$ cat config.mk
export PLATFORM = sky130hd
export DESIGN_NAME = led_group_assign_ramp_ctrl
export DESIGN_NICKNAME = d
export VERILOG_FILES = /design/src/design/led_ctrl_pkg.sv /design/src/design/led_group_assign_ramp_ctrl.sv /design/src/design/serial_reg_port.sv
export VERILOG_INCLUDE_DIRS = /design/src /design/src/design
export SDC_FILE = /design/constraint.sdc
export NUM_CORES = 1
export LEC_CHECK = 0
export ABC_AREA = 1
export BUFFER_PORTS_ARGS = -buffer_cell sky130_fd_sc_hd__buf_2
export CORE_MARGIN = 5
export CORE_UTILIZATION = 55
export DETAILED_ROUTE_END_ITERATION = 8
export GPL_ROUTABILITY_DRIVEN = 1
export PLACE_DENSITY = 0.72
export SLEW_MARGIN = 30
export SYNTH_ARGS = -nofsm -noshare
export SYNTH_HDL_FRONTEND = slang
export SYNTH_HIERARCHICAL = 1
export SYNTH_SLANG_ARGS = --single-unit
$ cat constraint.sdc
create_clock -name mclk -period 6.86 [get_ports mclk]
set_clock_uncertainty 0.2 [all_clocks]
set_input_delay 1.029 -clock mclk [delete_from_list [all_inputs] [get_ports mclk]]
set_output_delay 1.029 -clock mclk [all_outputs]
set_load 0.1 [all_outputs]
$ cat src/design/led_ctrl_regs.svh
// Register offsets, reset values, field positions and timing counts of the LED control block.
`ifndef LED_CTRL_REGS_SVH
`define LED_CTRL_REGS_SVH

`define DEV_ADDR 7'h36

`define REG_GENERAL 8'h10
`define REG_MAIN_LEVEL 8'hA0
`define REG_SEC_LEVEL 8'hB0
`define REG_IND_LEVEL 8'hC0
`define REG_RAMP_STEP 8'h20
`define REG_VF_DELAY 8'h60

`define RST_GENERAL 8'h00
`define RST_MAIN_LEVEL 8'hE0
`define RST_SEC_LEVEL 8'hF8
`define RST_IND_LEVEL 8'hF8
`define RST_RAMP_STEP 8'hF0
`define RST_VF_DELAY 8'hFC

`define GP_MAIN_ON 0
`define GP_SEC_ON 1
`define GP_IND_ON 2
`define GP_SD_ONE 3
`define GP_SD_TWO 4
`define GP_ONE_MAIN 5
`define GP_TWO_MAIN 6
`define RS_BUSY 2

`define MCLK_PERIOD_NS 50
`define STEP_100US_NS 100000
`define STEP_25MS_NS 25000000
`define STEP_50MS_NS 50000000
`define STEP_100MS_NS 100000000
`define STEP_100US_CYC (`STEP_100US_NS / `MCLK_PERIOD_NS)
`define STEP_25MS_CYC (`STEP_25MS_NS / `MCLK_PERIOD_NS)
`define STEP_50MS_CYC (`STEP_50MS_NS / `MCLK_PERIOD_NS)
`define STEP_100MS_CYC (`STEP_100MS_NS / `MCLK_PERIOD_NS)

`endif

$ cat src/design/led_ctrl_pkg.sv
// Types shared by the LED control block and its serial register port.
`default_nettype none
package led_ctrl_pkg;

  typedef struct packed {
    logic valid;
    logic [7:0] addr;
    logic [7:0] data;
  } reg_wr_t;

  // Sink order: [3:0] main dedicated, [4] secondary dedicated,
  // [5] assignable one, [6] assignable two, [7] indicator.
  typedef struct packed {
    logic [7:0] sink_on;
    logic [1:0] assign_in_main;
    logic [4:0] main_code;
    logic [2:0] sec_code;
    logic [2:0] ind_code;
  } sink_drive_t;

  typedef enum logic [2:0] {
    PS_IDLE = 3'b000,
    PS_DEV = 3'b001,
    PS_PTR = 3'b010,
    PS_WDATA = 3'b011,
    PS_RDATA = 3'b100
  } port_state_t;

endpackage
`default_nettype wire

$ cat src/design/led_group_assign_ramp_ctrl.sv
// LED sink grouping, brightness registers and main group current ramp.
//
// Summary of operation
// - Eight sinks form main, secondary, indicator groups.
// - Main four sinks, others one, two assignable.
// - Assignment bit one means main, zero secondary.
// - Reset gives four main, three secondary, one indicator.
// - Indicator group is always exactly one sink.
// - Main group has 32 current codes.
// - Secondary and indicator have 8 codes each.
// - Brightness settings arrive as serial register writes.
// - Only the main group ramps; others change directly.
// - Ramp target is the main level register.
// - Step field picks 100us, 25ms, 50ms, 100ms.
// - Enable steps up, disable steps down, no jumps.
// - Ramp time is levels crossed times step.
// - Shutdown bit fully disables its assignable sink.
// - Separate enables for main, secondary and indicator.
// - Main code is five low bits, all ones full.
// - Three-bit codes give 10 to 70, then 100 percent.
`include "led_ctrl_regs.svh"
`default_nettype none
module led_group_assign_ramp_ctrl
  import led_ctrl_pkg::*;
#(
  parameter int STEP_25MS_CYC = `STEP_25MS_CYC,
  parameter int STEP_50MS_CYC = `STEP_50MS_CYC,
  parameter int STEP_100MS_CYC = `STEP_100MS_CYC
) (
  input wire logic mclk,
  input wire logic rst,
  input wire logic scl,
  input wire logic sda_in,
  output logic sda_out,
  output logic sda_oe,
  output sink_drive_t drive
);

  localparam int STEP_100US_CYC = `STEP_100US_CYC;

  generate
    if (STEP_25MS_CYC < 1 || STEP_50MS_CYC < 1 || STEP_100MS_CYC < 1 ||
        STEP_25MS_CYC >= 2**22 || STEP_50MS_CYC >= 2**22 || STEP_100MS_CYC >= 2**22) begin : g_bad
      $error("Step counts must lie between 1 and 2**22-1.");
    end
  endgenerate

  reg_wr_t wr;
  logic [7:0] rd_ptr;
  logic [7:0] rd_data;
  logic [7:0] gp_ff;
  logic [4:0] tgt_ff;
  logic [2:0] sec_ff;
  logic [2:0] ind_ff;
  logic [1:0] rs_ff;
  logic [1:0] vf_ff;
  logic [4:0] cur_ff;
  logic [21:0] step_cnt_ff;
  logic main_active_ff;
  sink_drive_t drive_ff;
  sink_drive_t nxt_drive;
  logic [4:0] goal;
  logic [21:0] step_last;
  logic tick;
  logic main_on;

  serial_reg_port u_port (
    .mclk(mclk),
    .rst(rst),
    .scl(scl),
    .sda_in(sda_in),
    .sda_oe(sda_oe),
    .wr(wr),
    .rd_ptr(rd_ptr),
    .rd_data(rd_data)
  );

  // Open-drain data line: only ever pulled low.
  assign sda_out = 1'b0;

  // Register writes; bits without storage read back as in the reset image, except the ramp busy flag.
  always_ff @(posedge mclk or posedge rst) begin
    if (rst) begin
      gp_ff <= `RST_GENERAL;
      tgt_ff <= 5'(`RST_MAIN_LEVEL & 8'h1F);
      sec_ff <= 3'(`RST_SEC_LEVEL & 8'h07);
      ind_ff <= 3'(`RST_IND_LEVEL & 8'h07);
      rs_ff <= 2'(`RST_RAMP_STEP & 8'h03);
      vf_ff <= 2'(`RST_VF_DELAY & 8'h03);
    end else if (wr.valid) begin
      unique case (wr.addr)
        `REG_GENERAL: gp_ff <= {1'b0, wr.data[6:0]};
        `REG_MAIN_LEVEL: tgt_ff <= wr.data[4:0];
        `REG_SEC_LEVEL: sec_ff <= wr.data[2:0];
        `REG_IND_LEVEL: ind_ff <= wr.data[2:0];
        `REG_RAMP_STEP: rs_ff <= wr.data[1:0];
        `REG_VF_DELAY: vf_ff <= wr.data[1:0];
        default: begin
        end
      endcase
    end
  end

  // Readback of the addressed register; the ramp step register reports a busy ramp.
  always_comb begin
    unique case (rd_ptr)
      `REG_GENERAL: rd_data = gp_ff;
      `REG_MAIN_LEVEL: rd_data = {3'h7, tgt_ff};
      `REG_SEC_LEVEL: rd_data = {5'h1F, sec_ff};
      `REG_IND_LEVEL: rd_data = {5'h1F, ind_ff};
      `REG_RAMP_STEP: rd_data = {4'hF, 1'b0, cur_ff != goal, rs_ff};
      `REG_VF_DELAY: rd_data = {6'h3F, vf_ff};
      default: rd_data = 8'h00;
    endcase
  end

  assign main_on = gp_ff[`GP_MAIN_ON];
  assign goal = main_on ? tgt_ff : 5'h00;

  always_comb begin
    unique case (rs_ff)
      2'b00: step_last = 22'(STEP_100US_CYC - 1);
      2'b01: step_last = 22'(STEP_25MS_CYC - 1);
      2'b10: step_last = 22'(STEP_50MS_CYC - 1);
      2'b11: step_last = 22'(STEP_100MS_CYC - 1);
    endcase
  end

  // The compare is >= so that a shorter step chosen mid-count still expires.
  assign tick = (step_cnt_ff >= step_last);

  // The step timer only runs while the code is away from its goal, so the first
  // step of a ramp that starts from rest at its goal always takes a full interval.
  always_ff @(posedge mclk or posedge rst) begin
    if (rst) begin
      step_cnt_ff <= 22'h000000;
    end else if (cur_ff == goal || tick) begin
      step_cnt_ff <= 22'h000000;
    end else begin
      step_cnt_ff <= step_cnt_ff + 22'h000001;
    end
  end

  // One code per step toward the live goal, so a new target mid-ramp is followed.
  always_ff @(posedge mclk or posedge rst) begin
    if (rst) begin
      cur_ff <= 5'h00;
    end else if (tick && cur_ff < goal) begin
      cur_ff <= cur_ff + 5'h01;
    end else if (tick && cur_ff > goal) begin
      cur_ff <= cur_ff - 5'h01;
    end
  end

  // Main sinks stay lit after disable until the ramp has come back down to code 0.
  always_ff @(posedge mclk or posedge rst) begin
    if (rst) begin
      main_active_ff <= 1'b0;
    end else begin
      main_active_ff <= main_on | (main_active_ff & (cur_ff != 5'h00));
    end
  end

  always_comb begin
    nxt_drive = '0;
    nxt_drive.sink_on[3:0] = {4{main_active_ff}};
    nxt_drive.sink_on[4] = gp_ff[`GP_SEC_ON];
    nxt_drive.sink_on[5] = ~gp_ff[`GP_SD_ONE] &
      (gp_ff[`GP_ONE_MAIN] ? main_active_ff : gp_ff[`GP_SEC_ON]);
    nxt_drive.sink_on[6] = ~gp_ff[`GP_SD_TWO] &
      (gp_ff[`GP_TWO_MAIN] ? main_active_ff : gp_ff[`GP_SEC_ON]);
    nxt_drive.sink_on[7] = gp_ff[`GP_IND_ON];
    nxt_drive.assign_in_main = {gp_ff[`GP_TWO_MAIN], gp_ff[`GP_ONE_MAIN]};
    nxt_drive.main_code = cur_ff;
    nxt_drive.sec_code = sec_ff;
    nxt_drive.ind_code = ind_ff;
  end

  always_ff @(posedge mclk or posedge rst) begin
    if (rst) begin
      drive_ff <= '0;
    end else begin
      drive_ff <= nxt_drive;
    end
  end

  assign drive = drive_ff;

  // Cycles since the code last moved while away from its goal, at the shortest step only.
  // A counter is used because the step is far longer than a delay range may reach.
  logic [4:0] cur_q_ff;
  logic [21:0] stall_ff;

  always_ff @(posedge mclk or posedge rst) begin
    if (rst) begin
      cur_q_ff <= 5'h00;
      stall_ff <= 22'h000000;
    end else begin
      cur_q_ff <= cur_ff;
      if (rs_ff != 2'b00 || cur_ff == goal || cur_ff != cur_q_ff) begin
        stall_ff <= 22'h000000;
      end else begin
        stall_ff <= stall_ff + 22'h000001;
      end
    end
  end
endmodule
`default_nettype wire

$ cat src/design/serial_reg_port.sv
// Two-wire serial slave that turns bus writes into register write strobes.
`include "led_ctrl_regs.svh"
`default_nettype none
module serial_reg_port
  import led_ctrl_pkg::*;
#(
  parameter logic [6:0] DEV_ADDR = `DEV_ADDR
) (
  input wire logic mclk,
  input wire logic rst,
  input wire logic scl,
  input wire logic sda_in,
  output logic sda_oe,
  output reg_wr_t wr,
  output logic [7:0] rd_ptr,
  input wire logic [7:0] rd_data
);

  logic [2:0] scl_s_ff;
  logic [2:0] sda_s_ff;
  logic scl_f_ff;
  logic sda_f_ff;
  logic scl_p_ff;
  logic sda_p_ff;
  port_state_t state_ff;
  logic [3:0] cnt_ff;
  logic [7:0] sh_ff;
  logic [7:0] rd_sh_ff;
  logic [7:0] ptr_ff;
  logic oe_ff;
  logic rw_ff;
  logic mack_ff;
  reg_wr_t wr_ff;
  logic rise;
  logic fall;
  logic start;
  logic stop;

  // A pin level is accepted only once the second and third stages agree.
  always_ff @(posedge mclk or posedge rst) begin
    if (rst) begin
      scl_s_ff <= 3'h7;
      sda_s_ff <= 3'h7;
      scl_f_ff <= 1'b1;
      sda_f_ff <= 1'b1;
      scl_p_ff <= 1'b1;
      sda_p_ff <= 1'b1;
    end else begin
      scl_s_ff <= {scl_s_ff[1:0], scl};
      sda_s_ff <= {sda_s_ff[1:0], sda_in};
      scl_f_ff <= (scl_s_ff[1] == scl_s_ff[2]) ? scl_s_ff[2] : scl_f_ff;
      sda_f_ff <= (sda_s_ff[1] == sda_s_ff[2]) ? sda_s_ff[2] : sda_f_ff;
      scl_p_ff <= scl_f_ff;
      sda_p_ff <= sda_f_ff;
    end
  end

  assign rise = scl_f_ff & ~scl_p_ff;
  assign fall = ~scl_f_ff & scl_p_ff;
  assign start = scl_f_ff & scl_p_ff & sda_p_ff & ~sda_f_ff;
  assign stop = scl_f_ff & scl_p_ff & ~sda_p_ff & sda_f_ff;

  // Bits are counted on clock rises; the slave only moves its data line on falls.
  always_ff @(posedge mclk or posedge rst) begin
    if (rst) begin
      state_ff <= PS_IDLE;
      cnt_ff <= 4'h0;
      sh_ff <= 8'h00;
      rd_sh_ff <= 8'h00;
      ptr_ff <= 8'h00;
      oe_ff <= 1'b0;
      rw_ff <= 1'b0;
      mack_ff <= 1'b0;
      wr_ff <= '0;
    end else begin
      wr_ff.valid <= 1'b0;
      if (start) begin
        state_ff <= PS_DEV;
        cnt_ff <= 4'h0;
        oe_ff <= 1'b0;
      end else if (stop) begin
        state_ff <= PS_IDLE;
        oe_ff <= 1'b0;
      end else if (state_ff != PS_IDLE && rise) begin
        cnt_ff <= cnt_ff + 4'h1;
        if (cnt_ff < 4'h8) begin
          sh_ff <= {sh_ff[6:0], sda_f_ff};
        end else begin
          mack_ff <= ~sda_f_ff;
        end
      end else if (state_ff != PS_IDLE && fall) begin
        if (cnt_ff == 4'h8) begin
          unique case (state_ff)
            PS_DEV: begin
              rw_ff <= sh_ff[0];
              oe_ff <= (sh_ff[7:1] == DEV_ADDR);
            end
            PS_PTR: begin
              ptr_ff <= sh_ff;
              oe_ff <= 1'b1;
            end
            PS_WDATA: begin
              wr_ff <= '{valid: 1'b1, addr: ptr_ff, data: sh_ff};
              oe_ff <= 1'b1;
            end
            default: begin
              oe_ff <= 1'b0;
            end
          endcase
        end else if (cnt_ff == 4'h9) begin
          cnt_ff <= 4'h0;
          oe_ff <= 1'b0;
          unique case (state_ff)
            PS_DEV: begin
              if (!oe_ff) begin
                state_ff <= PS_IDLE;
              end else if (rw_ff) begin
                state_ff <= PS_RDATA;
                rd_sh_ff <= rd_data;
                oe_ff <= ~rd_data[7];
              end else begin
                state_ff <= PS_PTR;
              end
            end
            PS_PTR: begin
              state_ff <= PS_WDATA;
            end
            PS_RDATA: begin
              if (mack_ff) begin
                rd_sh_ff <= rd_data;
                oe_ff <= ~rd_data[7];
              end else begin
                state_ff <= PS_IDLE;
              end
            end
            default: begin
            end
          endcase
        end else if (state_ff == PS_RDATA && cnt_ff != 4'h0) begin
          oe_ff <= ~rd_sh_ff[3'(4'h7 - cnt_ff)];
        end
      end
    end
  end

  assign sda_oe = oe_ff;
  assign wr = wr_ff;
  assign rd_ptr = ptr_ff;

endmodule
`default_nettype wire

==> run summary <==
The number of inserted filler cells in the final layout came out at 996. The final-report hold violation count is 0. The worst register-to-register path begins at rs_ff[1].

The largest net degree at the start of global routing came out at 69. The post-DP HPWL came out at 10.02 mm. The global placement routability congestion came out at approximately 0.9. The core region area came out at 0.01186 mm².

The overall track demand over capacity in global routing is between 20% and 30%. The detailed-routing iteration count for the pre-antenna-repair pass came out at 5. The least setup slack across all paths after layout came out at about 3.2 ns. The number of antenna violations at the first check in global routing came to 0.

The peak clock frequency supported by timing came out at 0.2755 GHz. Subtracting the final worst setup slack from the clock period gives 3.630 ns. During placement, the flow inserted port buffers numbering 25. The area of the mapped netlist is 0.006569 mm². The worst setup path is of the register to register kind. The area growth from synthesis to layout is 12.84%. The final antenna diode count is 0. The power density normalized to cell area is about 260 mW/mm². The worst-case register-to-register setup slack is roughly 3.2 ns. During synthesis, Yosys emitted a total of 6 warnings.

The largest buffer count on any clock path is 2. The endpoint identified for the worst register-to-register timing path is cur_ff[4]. The number of max-cap violations came out at 0. The H-tree was split into 4 levels.

The area of the multi-input gates came out at 0.002928 mm². Setup violations remaining at the end of the flow were counted as 0. Detailed routing inserted a total of approximately 5,100 vias.

The average routed wire per standard cell is 14.27 µm. Walking the worst path, the cells encountered are inv_1, ha_1, nor2_1, ha_1, nand2_1, inv_1, nand3_1, nor2b_1, nand2_1, nand2_1, nand2_2, nand2_2, nand4_1, fa_1, a21oi_1, nor2_1, nor2_1, xor2_1, inv_1, nand4_1, nand2_1. The first-pass GRT wire length came out at 23.85 mm.

Setup repair after global routing left no endpoint under its margin. The cell type with the highest occurrence count on the critical path is sky130_fd_sc_hd__nand2_1. STA classifies the critical path endpoint as a register. The die covers roughly 0.014 mm².

The instance area after placement came out at 0.006793 mm². The total routed wirelength came out at 13.81 mm. The final clock period utilization by the worst path is 52.92%. The later-pin clock latency in the skew report is 0.41 ns. The worst setup timing slack at the placement stage is 3.213 ns. The hold-critical path depth is 0. The share of total power in sequential cells came out at between 40% and 50%.

The type of element launching the critical path is a register. Registers take 0.003216 mm². The length in cells of the worst reg-to-reg path came out at 21. Combinational logic is responsible for 9.3% of the overall power. The per-cell via count in the routed design came out at roughly 5.3. The cell-internal power came out at 0.001433 W.

The post-synthesis area per instance is 8.454 µm². The number of DRC markers after the initial detailed-route iteration came out at between 300 and 400. The startpoint identified for the worst hold timing path is u_port/scl_s_ff[0].

The static power due to leakage came out at 3.693 nW. At the pin with the least slew margin, the transition time is ~0.83 ns. The total nets after synthesis is 812. The worst hold slack came out at 0.1575 ns. The clock network is responsible for 48.5% of the overall power.

Of the total power, the share spent switching nets is 25.52%. The boundary pin count is 27. The sum of overflow across all layers after global routing is 0. The cell with the biggest individual delay on the critical path is sky130_fd_sc_hd__fa_1. The stage delay of the slowest cell on the critical path is 0.48 ns. The fraction of layout instances using a drive strength above 1 came out at 14.25%. The overall power of the completed layout is 0.001924 W.

The clock tree root driver cell is sky130_fd_sc_hd__clkbuf_16. In this run, CTS created clock tree buffers numbering 17. The count of nets left with antenna violations once routing finished came out at 0. For this configuration, the core starts out at a cell density of 55.38%. From bottom edge to top edge, the die measures between 100 and 150 µm. The relative slew slack is 44.68%. Clock-pin slew was measured on the worst setup and hold paths at 0.06 ns. The count of cells resized by post-cts repair came out at 0.

The total net switching power came out at 0.0004909 W. The die span in x came out at 119.3 µm. The maximum resistive drop on vdd is 254.0 µV. The instance count of the mapped netlist came out at 777. The number of pins exceeding their max-slew limit in the final report was 0. The final net count came out at 843.

For this run, design rule violations remaining after detail routing come to 0. The endpoint required time on the critical path is 6.97 ns. The endpoint arrival time on the critical path is about 3.7 ns. For hold timing, the worst endpoint is u_port/scl_s_ff[1]. TritonCTS built the clock tree. The min-delay analysis places its worst path in the category register to register. The number of global-route vias before repair is 5,120. The run finished with clean final reports.

The highest fanout seen on the critical path is 6. The floorplan has 40 rows. Together, buffers and inverters on the worst path number 3. The setup TNS is 0 ns. The gate family responsible for the most delay along the worst path is simple AND/OR/NAND/NOR gates. Buffers inserted to repair hold after CTS numbered 0.

The final instance area came out at 0.007412 mm². The number of clock sinks came out at 128. The number of setup buffers added after CTS is 0.
state kept, by name, indices dropped and copies added, names as in the netlist, 7 cells and up:
name             flops
u_port/wr           16
drive               18
step_cnt_ff         22
u_port/sh_ff         8
gp_ff                7
u_port/rd_sh_ff      8
u_port/rd_ptr        8
area by class of cell:
type | instances | area share (%)
sequential | 128 | 43.38
multi-input combinational | 548 | 39.50
clock buffer | 17 | 5.739
inverter | 86 | 4.389
clock inverter | 15 | 2.616
tap | 147 | 2.481
timing repair buffer | 27 | 1.891
worst max path at each step:
stage,to,depth (start not counted),slack (ns),start
2_1_floorplan,cur_ff[4],21,3.62,rs_ff[1]
3_3_place_gp,cur_ff[4],21,3.40,rs_ff[1]
3_5_place_dp,cur_ff[4],21,3.21,rs_ff[1]
4_1_cts,cur_ff[4],21,3.20,rs_ff[1]
5_1_grt,cur_ff[4],21,2.79,rs_ff[1]
6_report,cur_ff[4],21,3.23,rs_ff[1]
worst reg2reg max path, stage by stage (launching register included):
cell and delay (ns):
sky130_fd_sc_hd__dfrtp_1 0.44, sky130_fd_sc_hd__inv_1 0.21, sky130_fd_sc_hd__ha_1 0.30, sky130_fd_sc_hd__nor2_1 0.08
sky130_fd_sc_hd__ha_1 0.29, sky130_fd_sc_hd__nand2_1 0.06, sky130_fd_sc_hd__inv_1 0.07, sky130_fd_sc_hd__nand3_1 0.06
sky130_fd_sc_hd__nor2b_1 0.11, sky130_fd_sc_hd__nand2_1 0.06, sky130_fd_sc_hd__nand2_1 0.07, sky130_fd_sc_hd__nand2_2 0.07
sky130_fd_sc_hd__nand2_2 0.13, sky130_fd_sc_hd__nand4_1 0.23, sky130_fd_sc_hd__fa_1 0.48, sky130_fd_sc_hd__a21oi_1 0.15
sky130_fd_sc_hd__nor2_1 0.05, sky130_fd_sc_hd__nor2_1 0.12, sky130_fd_sc_hd__xor2_1 0.15, sky130_fd_sc_hd__inv_1 0.06
sky130_fd_sc_hd__nand4_1 0.08, sky130_fd_sc_hd__nand2_1 0.06
power by group through the flow:
stage	clock network, W	registers, W	logic, W
6_report	0.000932	0.000813	0.000179
5_1_grt	0.000987	0.000817	0.000202
4_1_cts	0.000947	0.000813	0.000180
3_5_place_dp	0	0.000826	0.000178
3_3_place_gp	0	0.000824	0.000175
2_1_floorplan	0	0.000834	0.000130
per-layer routing:
metal / global-route usage [%] / up-vias / part of all wire (%)
met5: 0 / - / 0
met4: 8.400 / 0 / 2.6
met3: 5.413 / 31 / 3.5
li1: - / 2558 / -
met1: 23.66 / 2430 / 42
met2: 36.95 / 123 / 52
cell usage in the layout, fill, tap and decap left out, drive strengths merged, types with 6 or more instances in the layout:
cell type	count
inv	85
xor2	11
nor2	80
ha	30
xnor2	6
nor3	19
nand3	53
dfstp	10
nand4	11
clkbuf	17
o21ai	54
clkinv	12
nand2	240
dfrtp	118
buf	27
a21oi	17
stage by stage:
stage               instances  util, %
global route              968    62.49
global placement          936    57.27
CTS                       968    62.49
floorplan                 777        -
finish                    968    62.49
detailed placement        936    57.27
No activity file was read; power rests on OpenSTA's default activity.
